[config.mk]
export PLATFORM = sky130hd
export DESIGN_NAME = arcf_top
export DESIGN_NICKNAME = d
export VERILOG_FILES = /design/src/rtl/arcf_pkg.sv /design/src/rtl/arcf_top.sv
export SDC_FILE = /design/constraint.sdc
export NUM_CORES = 1
export LEC_CHECK = 0
export BUFFER_PORTS_ARGS = -buffer_cell sky130_fd_sc_hd__buf_2
export CAP_MARGIN = 25
export CORE_ASPECT_RATIO = 1.2
export CORE_MARGIN = 5
export CORE_UTILIZATION = 43
export DETAILED_ROUTE_END_ITERATION = 7
export HOLD_SLACK_MARGIN = 0.05
export PLACE_DENSITY = 0.66
export SYNTH_ARGS = -nofsm -noshare
export SYNTH_HDL_FRONTEND = slang
export SYNTH_SLANG_ARGS = --single-unit
[constraint.sdc]
create_clock -name core_clk_in -period 5.1 [get_ports core_clk_in]
set_clock_uncertainty 0.05 [all_clocks]
set_input_delay 0.51 -clock core_clk_in [delete_from_list [all_inputs] [get_ports core_clk_in]]
set_output_delay 0.51 -clock core_clk_in [all_outputs]
set_load 0.005 [all_outputs]
[src/rtl/arcf_pkg.sv]
package arcf_pkg;

	// Register word indices; byte address is four times the index
	localparam logic [5:0] ARCF_IDX_RATE   = 6'h04;
	localparam logic [5:0] ARCF_IDX_REFCTL = 6'h05;
	localparam logic [5:0] ARCF_IDX_STATUS = 6'h08;
	localparam logic [5:0] ARCF_IDX_MASK   = 6'h09;
	localparam logic [5:0] ARCF_IDX_CMD    = 6'h0A;

	// Rate and clock register fields
	localparam int unsigned ARCF_RATE_CLK_BIT  = 6;
	localparam int unsigned ARCF_RATE_FILT_BIT = 4;
	localparam int unsigned ARCF_RATE_DR_LSB   = 0;
	localparam logic [7:0]  ARCF_RATE_RST      = 8'h14;
	localparam logic [7:0]  ARCF_RATE_MASK     = 8'h5F;

	// Reference control register fields
	localparam int unsigned ARCF_REF_PBUF_BIT = 5;
	localparam int unsigned ARCF_REF_NBUF_BIT = 4;
	localparam int unsigned ARCF_REF_SEL_LSB  = 2;
	localparam int unsigned ARCF_REF_CON_LSB  = 0;
	localparam logic [7:0]  ARCF_REFCTL_RST   = 8'h10;
	localparam logic [7:0]  ARCF_REFCTL_MASK  = 8'h3F;

	// Source select and power encodings
	localparam logic [1:0] ARCF_SEL_EXT0 = 2'h0;
	localparam logic [1:0] ARCF_SEL_EXT1 = 2'h1;
	localparam logic [1:0] ARCF_SEL_INT  = 2'h2;
	localparam logic [1:0] ARCF_CON_PDOFF = 2'h1;
	localparam logic [1:0] ARCF_CON_ON    = 2'h2;

	// Status, mask and command bits
	localparam int unsigned ARCF_ST_CONV = 0;
	localparam int unsigned ARCF_ST_REFL0 = 1;
	localparam int unsigned ARCF_ST_REFL1 = 2;
	localparam int unsigned ARCF_ST_W     = 3;
	localparam int unsigned ARCF_CMD_RESET_BIT = 0;

	// Modulator clock divide and ratio width
	localparam int unsigned ARCF_MOD_DIV = 16;
	localparam int unsigned ARCF_DIV_W   = 4;
	localparam int unsigned ARCF_OSR_W   = 17;

	typedef enum logic [3:0] {
		ARCF_SRC_EXT0 = 4'h1,
		ARCF_SRC_EXT1 = 4'h2,
		ARCF_SRC_INT  = 4'h4,
		ARCF_SRC_NONE = 4'h8
	} arcf_ref_src_e;

	typedef struct packed {
		arcf_ref_src_e src;
		logic          int_ref_on;
		logic          pos_buf_en;
		logic          neg_buf_en;
	} arcf_ref_ctrl_s;

	typedef struct packed {
		logic                  ext_clk_sel;
		logic                  sinc_sel;
		logic [3:0]            output_rate_code;
		logic [ARCF_OSR_W-1:0] osr;
	} arcf_conv_cfg_s;

	// Modulator clocks per result; reserved codes fall back to the fastest
	function automatic logic [ARCF_OSR_W-1:0] arcf_osr(input logic [3:0] code);
		case (code)
			4'h0: arcf_osr = 17'h19000;
			4'h1: arcf_osr = 17'h0C800;
			4'h2: arcf_osr = 17'h06400;
			4'h3: arcf_osr = 17'h03C00;
			4'h4: arcf_osr = 17'h03200;
			4'h5: arcf_osr = 17'h01400;
			4'h6: arcf_osr = 17'h010A8;
			4'h7: arcf_osr = 17'h00A00;
			4'h8: arcf_osr = 17'h00500;
			4'h9: arcf_osr = 17'h00280;
			4'hA: arcf_osr = 17'h00140;
			4'hB: arcf_osr = 17'h00100;
			4'hC: arcf_osr = 17'h00080;
			default: arcf_osr = 17'h00040;
		endcase
	endfunction

endpackage

[src/rtl/arcf_top.sv]
// What this block does
// - Two-bit field picks internal or external reference
// - Reset selects external reference pair zero
// - Select value 10 routes internal reference
// - Power 10 always on, 01 off in power-down
// - Internal reference powered down after reset
// - Buffer bits active low: one disables buffer
// - Reference low flags monitored every conversion
// - Clock bit selects internal or external clock
// - Any reset returns to internal oscillator
// - Modulator clock is system clock over 16
// - Filter bit selects sinc or low-latency filter
// - Ratio per rate identical for both filters
// - Four-bit code sets oversampling ratio
// - Filter bit zero means low-latency filter
//
// Register access over Wishbone is this design's own decision.
`timescale 1ns/1ps
`default_nettype none

module arcf_top (
	// Clock and reset
	input  wire logic                     core_clk_in,
	input  wire logic                     nrst_in,
	// Wishbone slave
	input  wire logic                     wb_cyc_in,
	input  wire logic                     wb_stb_in,
	input  wire logic                     wb_we_in,
	input  wire logic [7:0]               wb_adr_in,
	input  wire logic [3:0]               wb_sel_in,
	input  wire logic [31:0]              wb_dat_in,
	output logic      [31:0]              wb_dat_out,
	output logic                          wb_ack_out,
	// Clock and monitor pins
	input  wire logic                     int_osc_clk_in,
	input  wire logic                     ext_clk_in,
	input  wire logic                     ref_low_pair0_in,
	input  wire logic                     ref_low_pair1_in,
	input  wire logic                     power_down_in,
	// Reference and converter control
	output arcf_pkg::arcf_ref_ctrl_s      ref_ctrl_out,
	output arcf_pkg::arcf_conv_cfg_s      conv_cfg_out,
	output logic                          sys_clk_tick_out,
	output logic                          mod_clk_tick_out,
	output logic                          conv_done_out,
	output logic                          irq_out
);
	import arcf_pkg::*;

	function automatic logic reg_hit(input logic [7:0] adr, input logic [5:0] idx);
		reg_hit = (adr[7:2] == idx);
	endfunction

	// Pin synchronisers: osc, ext clock, low flag 0, low flag 1
	logic [3:0]               sync1_r;
	logic [3:0]               sync2_r;
	logic [1:0]               clk_prev_r;
	logic [3:0]               pin_raw;

	// Registers
	logic [7:0]               rate_and_clock_config_r;
	logic [7:0]               reference_control_r;
	logic [ARCF_ST_W-1:0]     status_r;
	logic [ARCF_ST_W-1:0]     status_nxt;
	logic [ARCF_ST_W-1:0]     mask_r;
	logic                     ack_r;
	logic [31:0]              rdata_r;
	logic                     soft_rst_r;

	// Divider and conversion state
	logic [ARCF_DIV_W-1:0]    div_r;
	logic [ARCF_OSR_W-1:0]    conv_cnt_r;
	logic                     sys_tick_r;
	logic                     mod_tick_r;
	logic                     done_r;

	// Decoded wires
	wire                      hit_rate;
	wire                      hit_ref;
	wire                      hit_status;
	wire                      hit_mask;
	wire                      hit_cmd;
	wire                      bus_req;
	wire                      wr_stb;
	wire                      wr_rate;
	wire                      wr_ref;
	wire                      wr_status;
	wire                      wr_mask;
	wire                      wr_cmd;
	wire [31:0]               rdata_mux;
	wire                      ext_clk_sel;
	wire                      sinc_sel;
	wire [3:0]                output_rate_code;
	wire [1:0]                ref_source_select;
	wire [1:0]                internal_ref_power_ctrl;
	wire                      pos_ref_buffer_disable;
	wire                      neg_ref_buffer_disable;
	wire [ARCF_OSR_W-1:0]     osr;
	wire                      osc_rise;
	wire                      ext_rise;
	wire                      sys_tick;
	wire                      mod_tick;
	wire                      conv_last;
	wire                      ref_low_flag_pair0;
	wire                      ref_low_flag_pair1;
	wire [ARCF_ST_W-1:0]      events;
	arcf_ref_src_e            ref_src;
	wire                      int_ref_on;

	assign pin_raw = {ref_low_pair1_in, ref_low_pair0_in, ext_clk_in, int_osc_clk_in};

	// Edge detect reads stage two only; stage one may be metastable
	always_ff @(posedge core_clk_in or negedge nrst_in) begin
		if (!nrst_in) begin
			sync1_r    <= 4'h0;
			sync2_r    <= 4'h0;
			clk_prev_r <= 2'h0;
		end else begin
			sync1_r    <= pin_raw;
			sync2_r    <= sync1_r;
			clk_prev_r <= sync2_r[1:0];
		end
	end

	// Bus decode
	assign hit_rate   = reg_hit(wb_adr_in, ARCF_IDX_RATE);
	assign hit_ref    = reg_hit(wb_adr_in, ARCF_IDX_REFCTL);
	assign hit_status = reg_hit(wb_adr_in, ARCF_IDX_STATUS);
	assign hit_mask   = reg_hit(wb_adr_in, ARCF_IDX_MASK);
	assign hit_cmd    = reg_hit(wb_adr_in, ARCF_IDX_CMD);
	assign bus_req    = wb_cyc_in & wb_stb_in;
	// Writes land at the ack edge, so a cycle dropped early changes nothing
	assign wr_stb     = bus_req & wb_we_in & ack_r & wb_sel_in[0];
	assign wr_rate    = wr_stb & hit_rate;
	assign wr_ref     = wr_stb & hit_ref;
	assign wr_status  = wr_stb & hit_status;
	assign wr_mask    = wr_stb & hit_mask;
	assign wr_cmd     = wr_stb & hit_cmd;

	// Unmapped addresses still ack and read as zero
	assign rdata_mux =
		hit_rate   ? {24'h000000, rate_and_clock_config_r} :
		hit_ref    ? {24'h000000, reference_control_r} :
		hit_status ? {29'h0000000, status_r} :
		hit_mask   ? {29'h0000000, mask_r} :
		32'h00000000;

	always_ff @(posedge core_clk_in or negedge nrst_in) begin
		if (!nrst_in) begin
			ack_r   <= 1'b0;
			rdata_r <= 32'h00000000;
		end else begin
			ack_r   <= bus_req & ~ack_r;
			rdata_r <= rdata_mux;
		end
	end

	assign wb_ack_out = ack_r;
	assign wb_dat_out = rdata_r;

	// Soft reset restores configuration one cycle after the command write
	always_ff @(posedge core_clk_in or negedge nrst_in) begin
		if (!nrst_in) begin
			soft_rst_r <= 1'b0;
		end else begin
			soft_rst_r <= wr_cmd & wb_dat_in[ARCF_CMD_RESET_BIT];
		end
	end

	always_ff @(posedge core_clk_in or negedge nrst_in) begin
		if (!nrst_in) begin
			rate_and_clock_config_r <= ARCF_RATE_RST;
			reference_control_r     <= ARCF_REFCTL_RST;
		end else if (soft_rst_r) begin
			rate_and_clock_config_r <= ARCF_RATE_RST;
			reference_control_r     <= ARCF_REFCTL_RST;
		end else begin
			if (wr_rate) begin
				rate_and_clock_config_r <= wb_dat_in[7:0] & ARCF_RATE_MASK;
			end
			if (wr_ref) begin
				reference_control_r <= wb_dat_in[7:0] & ARCF_REFCTL_MASK;
			end
		end
	end

	// Field extraction
	assign ext_clk_sel             = rate_and_clock_config_r[ARCF_RATE_CLK_BIT];
	assign sinc_sel                = rate_and_clock_config_r[ARCF_RATE_FILT_BIT];
	assign output_rate_code        = rate_and_clock_config_r[ARCF_RATE_DR_LSB +: 4];
	assign ref_source_select       = reference_control_r[ARCF_REF_SEL_LSB +: 2];
	assign internal_ref_power_ctrl = reference_control_r[ARCF_REF_CON_LSB +: 2];
	assign pos_ref_buffer_disable  = reference_control_r[ARCF_REF_PBUF_BIT];
	assign neg_ref_buffer_disable  = reference_control_r[ARCF_REF_NBUF_BIT];
	assign osr                     = arcf_osr(output_rate_code);

	// Reference multiplexer; reserved code disconnects all sources
	always_comb begin
		case (ref_source_select)
			ARCF_SEL_EXT0: ref_src = ARCF_SRC_EXT0;
			ARCF_SEL_EXT1: ref_src = ARCF_SRC_EXT1;
			ARCF_SEL_INT:  ref_src = ARCF_SRC_INT;
			default:       ref_src = ARCF_SRC_NONE;
		endcase
	end

	assign int_ref_on = (internal_ref_power_ctrl == ARCF_CON_ON) |
		((internal_ref_power_ctrl == ARCF_CON_PDOFF) & ~power_down_in);

	assign ref_ctrl_out.src        = ref_src;
	assign ref_ctrl_out.int_ref_on = int_ref_on;
	assign ref_ctrl_out.pos_buf_en = ~pos_ref_buffer_disable;
	assign ref_ctrl_out.neg_buf_en = ~neg_ref_buffer_disable;

	assign conv_cfg_out.ext_clk_sel      = ext_clk_sel;
	assign conv_cfg_out.sinc_sel         = sinc_sel;
	assign conv_cfg_out.output_rate_code = output_rate_code;
	assign conv_cfg_out.osr              = osr;

	// System clock ticks from the selected source
	assign osc_rise = sync2_r[0] & ~clk_prev_r[0];
	assign ext_rise = sync2_r[1] & ~clk_prev_r[1];
	assign sys_tick = ext_clk_sel ? ext_rise : osc_rise;

	// Modulator tick every sixteenth system tick
	assign mod_tick  = sys_tick & (div_r == 4'(ARCF_MOD_DIV - 1));
	assign conv_last = mod_tick & (conv_cnt_r >= osr - 17'h00001);

	// Rate change restarts the count so a result never spans two ratios
	always_ff @(posedge core_clk_in or negedge nrst_in) begin
		if (!nrst_in) begin
			div_r      <= 4'h0;
			conv_cnt_r <= 17'h00000;
		end else if (soft_rst_r | wr_rate) begin
			div_r      <= 4'h0;
			conv_cnt_r <= 17'h00000;
		end else begin
			if (sys_tick) begin
				div_r <= div_r + 4'h1;
			end
			if (conv_last) begin
				conv_cnt_r <= 17'h00000;
			end else if (mod_tick) begin
				conv_cnt_r <= conv_cnt_r + 17'h00001;
			end
		end
	end

	always_ff @(posedge core_clk_in or negedge nrst_in) begin
		if (!nrst_in) begin
			sys_tick_r <= 1'b0;
			mod_tick_r <= 1'b0;
			done_r     <= 1'b0;
		end else begin
			sys_tick_r <= sys_tick;
			mod_tick_r <= mod_tick;
			done_r     <= conv_last;
		end
	end

	assign sys_clk_tick_out = sys_tick_r;
	assign mod_clk_tick_out = mod_tick_r;
	assign conv_done_out    = done_r;

	// Reference low seen on any modulator tick of the running conversion
	assign ref_low_flag_pair0 = mod_tick & sync2_r[2];
	assign ref_low_flag_pair1 = mod_tick & sync2_r[3];

	assign events = {ref_low_flag_pair1, ref_low_flag_pair0, conv_last};

	// Write one clears; a same-cycle event wins over the clear
	always_comb begin
		status_nxt = status_r;
		if (wr_status) begin
			status_nxt = status_r & ~wb_dat_in[ARCF_ST_W-1:0];
		end
		status_nxt = status_nxt | events;
	end

	always_ff @(posedge core_clk_in or negedge nrst_in) begin
		if (!nrst_in) begin
			status_r <= 3'h0;
			mask_r   <= 3'h0;
		end else begin
			status_r <= status_nxt;
			if (wr_mask) begin
				mask_r <= wb_dat_in[ARCF_ST_W-1:0];
			end
		end
	end

	// Mask bit one enables the source
	// Level output; software drops it by clearing status
	assign irq_out = |(status_r & mask_r);

endmodule

`default_nettype wire

==> summary.md <==
| Metric | Value |
|---|---|
| Count of cell types in the netlist | `51` |
| Die ar. | `0.0103 sq mm` |
| Synth warn | `0` |
| Final Util | `0.505` |
| CP Capture Type | `flop` |
| Metal-1 WL | `3340 microns` |
| WL/cell | `14.6 microns` |
| Hold path depth | `1` |
| Initial detailed-routing violation count | `145` |
| Seq/Total Area, Yosys | `0.424` |
| First-pass GRT wire length | `13,400 microns` |
| CTS tree | `done` |
| Ports | `121` |
| Hold slack | `0.219 ns` |
| Post-synthesis async set-or-reset flop share | `1.00` |
| I/O Buffers | `61` |
| Multi-input gate area | `0.00184 sq mm` |
| Die span in y | `110 microns` |
| Startpoint types | `flop` |
| Switching pwr | `361 uW` |
| Fin crit period | `4.28 ns` |
| ANT cells | `0` |
| Peak VDD IR | `0.226 mV` |
| DR pass1 iterations | `4` |
| Metal3 WL | `379 microns` |
| Clock Tree Buf Depth | `2` |
| Hold Buf Count CTS | `0` |
| H-tree depth | `3` |
| Sequential share of power | `0.467` |
| Placed Instance Area | `0.00389 sq mm` |
| CP max stage delay | `0.55 ns` |
| Vias in the first global route | `2,763` |
| Initial Util | `0.443` |
| CP max-delay cell | `dfrtp_1` |
| R2r worst-path depth | `14` |
| Core ar. | `0.00815 sq mm` |
| Area grow syn2layout | `14.1%` |
| Worst path cell trace | `inv_1 > ha_1 > mux2_2 > a221oi_2 > nand3b_1 > o21a_1 > a211oi_1 > ha_1 > a41oi_1 > o21ai_0 > a221oi_1 > a21oi_1 > buf_4 > a211oi_1` |
| Vias post-DR | `2,812` |
| Ys flop type | `dfrtp_1` |
| Clock power frac | `0.396` |
| Cell row count | `36` |
| Status | `completed` |
| Pwr/cell area | `303 mW/mm^2` |
| Final hold violations | `0` |
| Initial antenna violation count | `0` |
| EDFF count, synth | `0` |
| Detailed Route WL | `7910 microns` |
| Final Instance Area | `0.00412 sq mm` |
| GR Overflow Total | `0` |
| Fmax | `0.234 GHz` |
| Worst r2r src | `rate_and_clock_config_r[0]` |
| Root Driver | `clkbuf_8` |
| CP top delay family | `compound AO/OA/AOI/OAI gates` |
| Clk_lat worst skew | `0.34 ns` |
| Worst Path Buf+Inv | `2` |
| Max_cap viols | `0` |
| Largest net degree at the start of global routing | `62` |
| Placer congestion estimate | `0.818` |
| Top sig layer | `met4` |
| Worst EP arrival | `4.46 ns` |
| Cell count after placement | `525` |
| Fill cells | `766` |
| Crit Path Category | `reg -> reg` |
| Vias per std cell | `5.20` |
| RSZ-0062 raised after global routing | `no` |
| Post-Synthesis Cells | `365` |
| Min-Delay Path Class | `in -> reg` |
| Gr usage total | `0.160` |
| Int Pwr | `888 uW` |
| Register area | `0.00153 sq mm` |
| Max-slew headroom | `0.441` |
| Setup TNS Final | `0 ns` |
| DRC viols | `0` |
| Post-CTS resize count | `0` |
| Layout cell share with drive strength beyond 1 | `0.234` |
| Final Max Slew Viols | `0` |
| #FFs+latches synth | `61` |
| Beginning of the worst hold path | `ext_clk_in` |
| Slew @ Worst Pin | `0.838 ns` |
| Die width | `93.7 microns` |
| Sw Ratio | `0.289` |
| CP required | `5.28 ns` |
| Non-Filler Instances | `541` |
| Mean post-synth cell area | `9.90 sq um` |
| Nets | `496` |
| Total CTS buffers | `9` |
| Final ANT Viol Nets | `0` |
| HPWL after detailed placement | `5850 microns` |
| Post-CTS setup-driven buffer insertion count | `0` |
| R2r setup slk | `0.82 ns` |
| Mapped cell area | `0.00361 sq mm` |
| Setup-failing EPs final | `0` |
| Comb pwr share | `0.136` |
| Hold path endpoint | `sync1_r[1]` |
| Clk slew on worst S/H paths | `0.08 ns` |
| Final Cycle Share | `0.839` |
| CTS Sinks | `61` |
| DR WL met2 | `4070 microns` |
| Static power due to leakage | `2.02 nW` |
| Crit path max fanout | `14` |
| Worst R2R End | `conv_cnt_r[13]` |
[cells by family after synthesis]
kind of cell    after synthesis  share of synthesized area
compound gates               61                      0.127
xor+xnor                     14                     0.0339
fa+ha+maj                    20                     0.0693
mux                          21                     0.0610
flops                        61                      0.424
simple gates                126                      0.187
other cells                   1                    0.00104
buf+inv                      61                     0.0970
[sequential cells by signal, indices dropped and copies added (netlist names), 4 cells and up]
name                     count
reference_control_r          6
wb_dat_out                   7
sync2_r                      4
rate_and_clock_config_r      6
div_r                        4
sync1_r                      4
conv_cnt_r                  17
[worst reg2reg max path: stages, from the launching register on]
cell and delay (ns):
dfrtp_1 0.55, inv_1 0.14, ha_1 0.24, mux2_2 0.29, a221oi_2 0.43, nand3b_1 0.27, o21a_1 0.24, a211oi_1 0.23
ha_1 0.30, a41oi_1 0.18, o21ai_0 0.11, a221oi_1 0.41, a21oi_1 0.23, buf_4 0.24, a211oi_1 0.27
[worst max-delay path by stage]
stage / start / slack, ns / cells past startpoint / end
floorplan: rate_and_clock_config_r[0] / 1.39 / 14 / conv_cnt_r[11]
global placement: rate_and_clock_config_r[0] / 0.90 / 14 / conv_cnt_r[12]
detailed placement: rate_and_clock_config_r[1] / 0.81 / 14 / conv_cnt_r[13]
finish: rate_and_clock_config_r[0] / 0.82 / 14 / conv_cnt_r[13]
global route: rate_and_clock_config_r[0] / 0.48 / 14 / conv_cnt_r[10]
CTS: rate_and_clock_config_r[1] / 0.79 / 14 / conv_cnt_r[13]
[cells in the mapped netlist (2+ instances only)]
| library cell | count | share of area |
|---|---|---|
| mux2i_1 | 13 | 0.036 |
| a222oi_1 | 2 | 0.0055 |
| xnor2_1 | 8 | 0.019 |
| nand2_1 | 23 | 0.024 |
| o31ai_1 | 5 | 0.010 |
| a22o_1 | 4 | 0.0097 |
| a221oi_1 | 3 | 0.0073 |
| or4_1 | 5 | 0.010 |
| or2_2 | 2 | 0.0035 |
| a21oi_1 | 13 | 0.018 |
| a211o_1 | 2 | 0.0049 |
| o21a_1 | 3 | 0.0062 |
| o21ai_0 | 8 | 0.011 |
| o22ai_1 | 3 | 0.0052 |
| and3b_1 | 2 | 0.0049 |
| and2_1 | 5 | 0.0087 |
| mux2_2 | 8 | 0.025 |
| or3_1 | 2 | 0.0035 |
| clkbuf_1 | 13 | 0.014 |
| a211oi_1 | 11 | 0.023 |
| or4b_1 | 2 | 0.0055 |
| and3_1 | 5 | 0.0087 |
| nand4_1 | 6 | 0.010 |
| dfrtp_1 | 58 | 0.40 |
| nor3_1 | 15 | 0.021 |
| ha_1 | 20 | 0.069 |
| nor4_1 | 6 | 0.010 |
| xor2_1 | 6 | 0.015 |
| inv_1 | 14 | 0.015 |
| nand2b_1 | 5 | 0.0087 |
| nor2_1 | 31 | 0.032 |
| nor2b_1 | 4 | 0.0069 |
| buf_4 | 32 | 0.067 |
| nand3_1 | 7 | 0.0097 |
| dfstp_2 | 3 | 0.022 |
[layout make-up]
type	count	share of cell area
timing repair buffer	64	0.0796
multi-input combinational	271	0.446
clock buffer	9	0.0301
clock inverter	7	0.0249
sequential	61	0.371
inverter	15	0.0137
tap	114	0.0346
[placed cells by master, fill, tap and decap left out, types with 5 or more instances in the layout]
cell type,netlist,final
a211oi_1,11,11
a21oi_1,13,13
and2_1,5,5
and3_1,5,5
buf_2,1,61
clkbuf_8,0,9
conb_1,1,29
dfrtp_1,58,58
ha_1,20,20
inv_1,14,14
mux2_2,8,8
mux2i_1,13,13
nand2_1,23,23
nand2b_1,5,5
nand3_1,7,7
nand4_1,6,6
nor2_1,31,31
nor3_1,15,15
nor4_1,6,6
o21ai_0,8,8
o31ai_1,5,5
or4_1,5,5
xnor2_1,8,8
xor2_1,6,6
[power by group through the flow]
stage | Sequential [mW] | Clock [mW] | Combinational, mW
after floorplan | 0.582 | 0 | 0.140
after global placement | 0.591 | 0 | 0.165
after detailed placement | 0.593 | 0 | 0.170
after CTS | 0.584 | 0.507 | 0.173
after global routing | 0.591 | 0.529 | 0.197
final | 0.583 | 0.495 | 0.170
[stage by stage]
step | setup WS, ns | power [mW]
finish | 0.819 | 1.25
global route | 0.476 | 1.32
CTS | 0.786 | 1.26
floorplan | 1.39 | 0.721
detailed placement | 0.812 | 0.763
global placement | 0.898 | 0.755
[per-layer routing]
| layer | vias to the layer above | global-route usage |
|---|---|---|
| li1 | 1361 | - |
| met1 | 1368 | 0.204 |
| met2 | 72 | 0.266 |
| met3 | 11 | 0.0313 |
| met4 | 0 | 0.0578 |
| met5 | - | 0 |
Note: power is estimated with default switching activity, not from simulation.
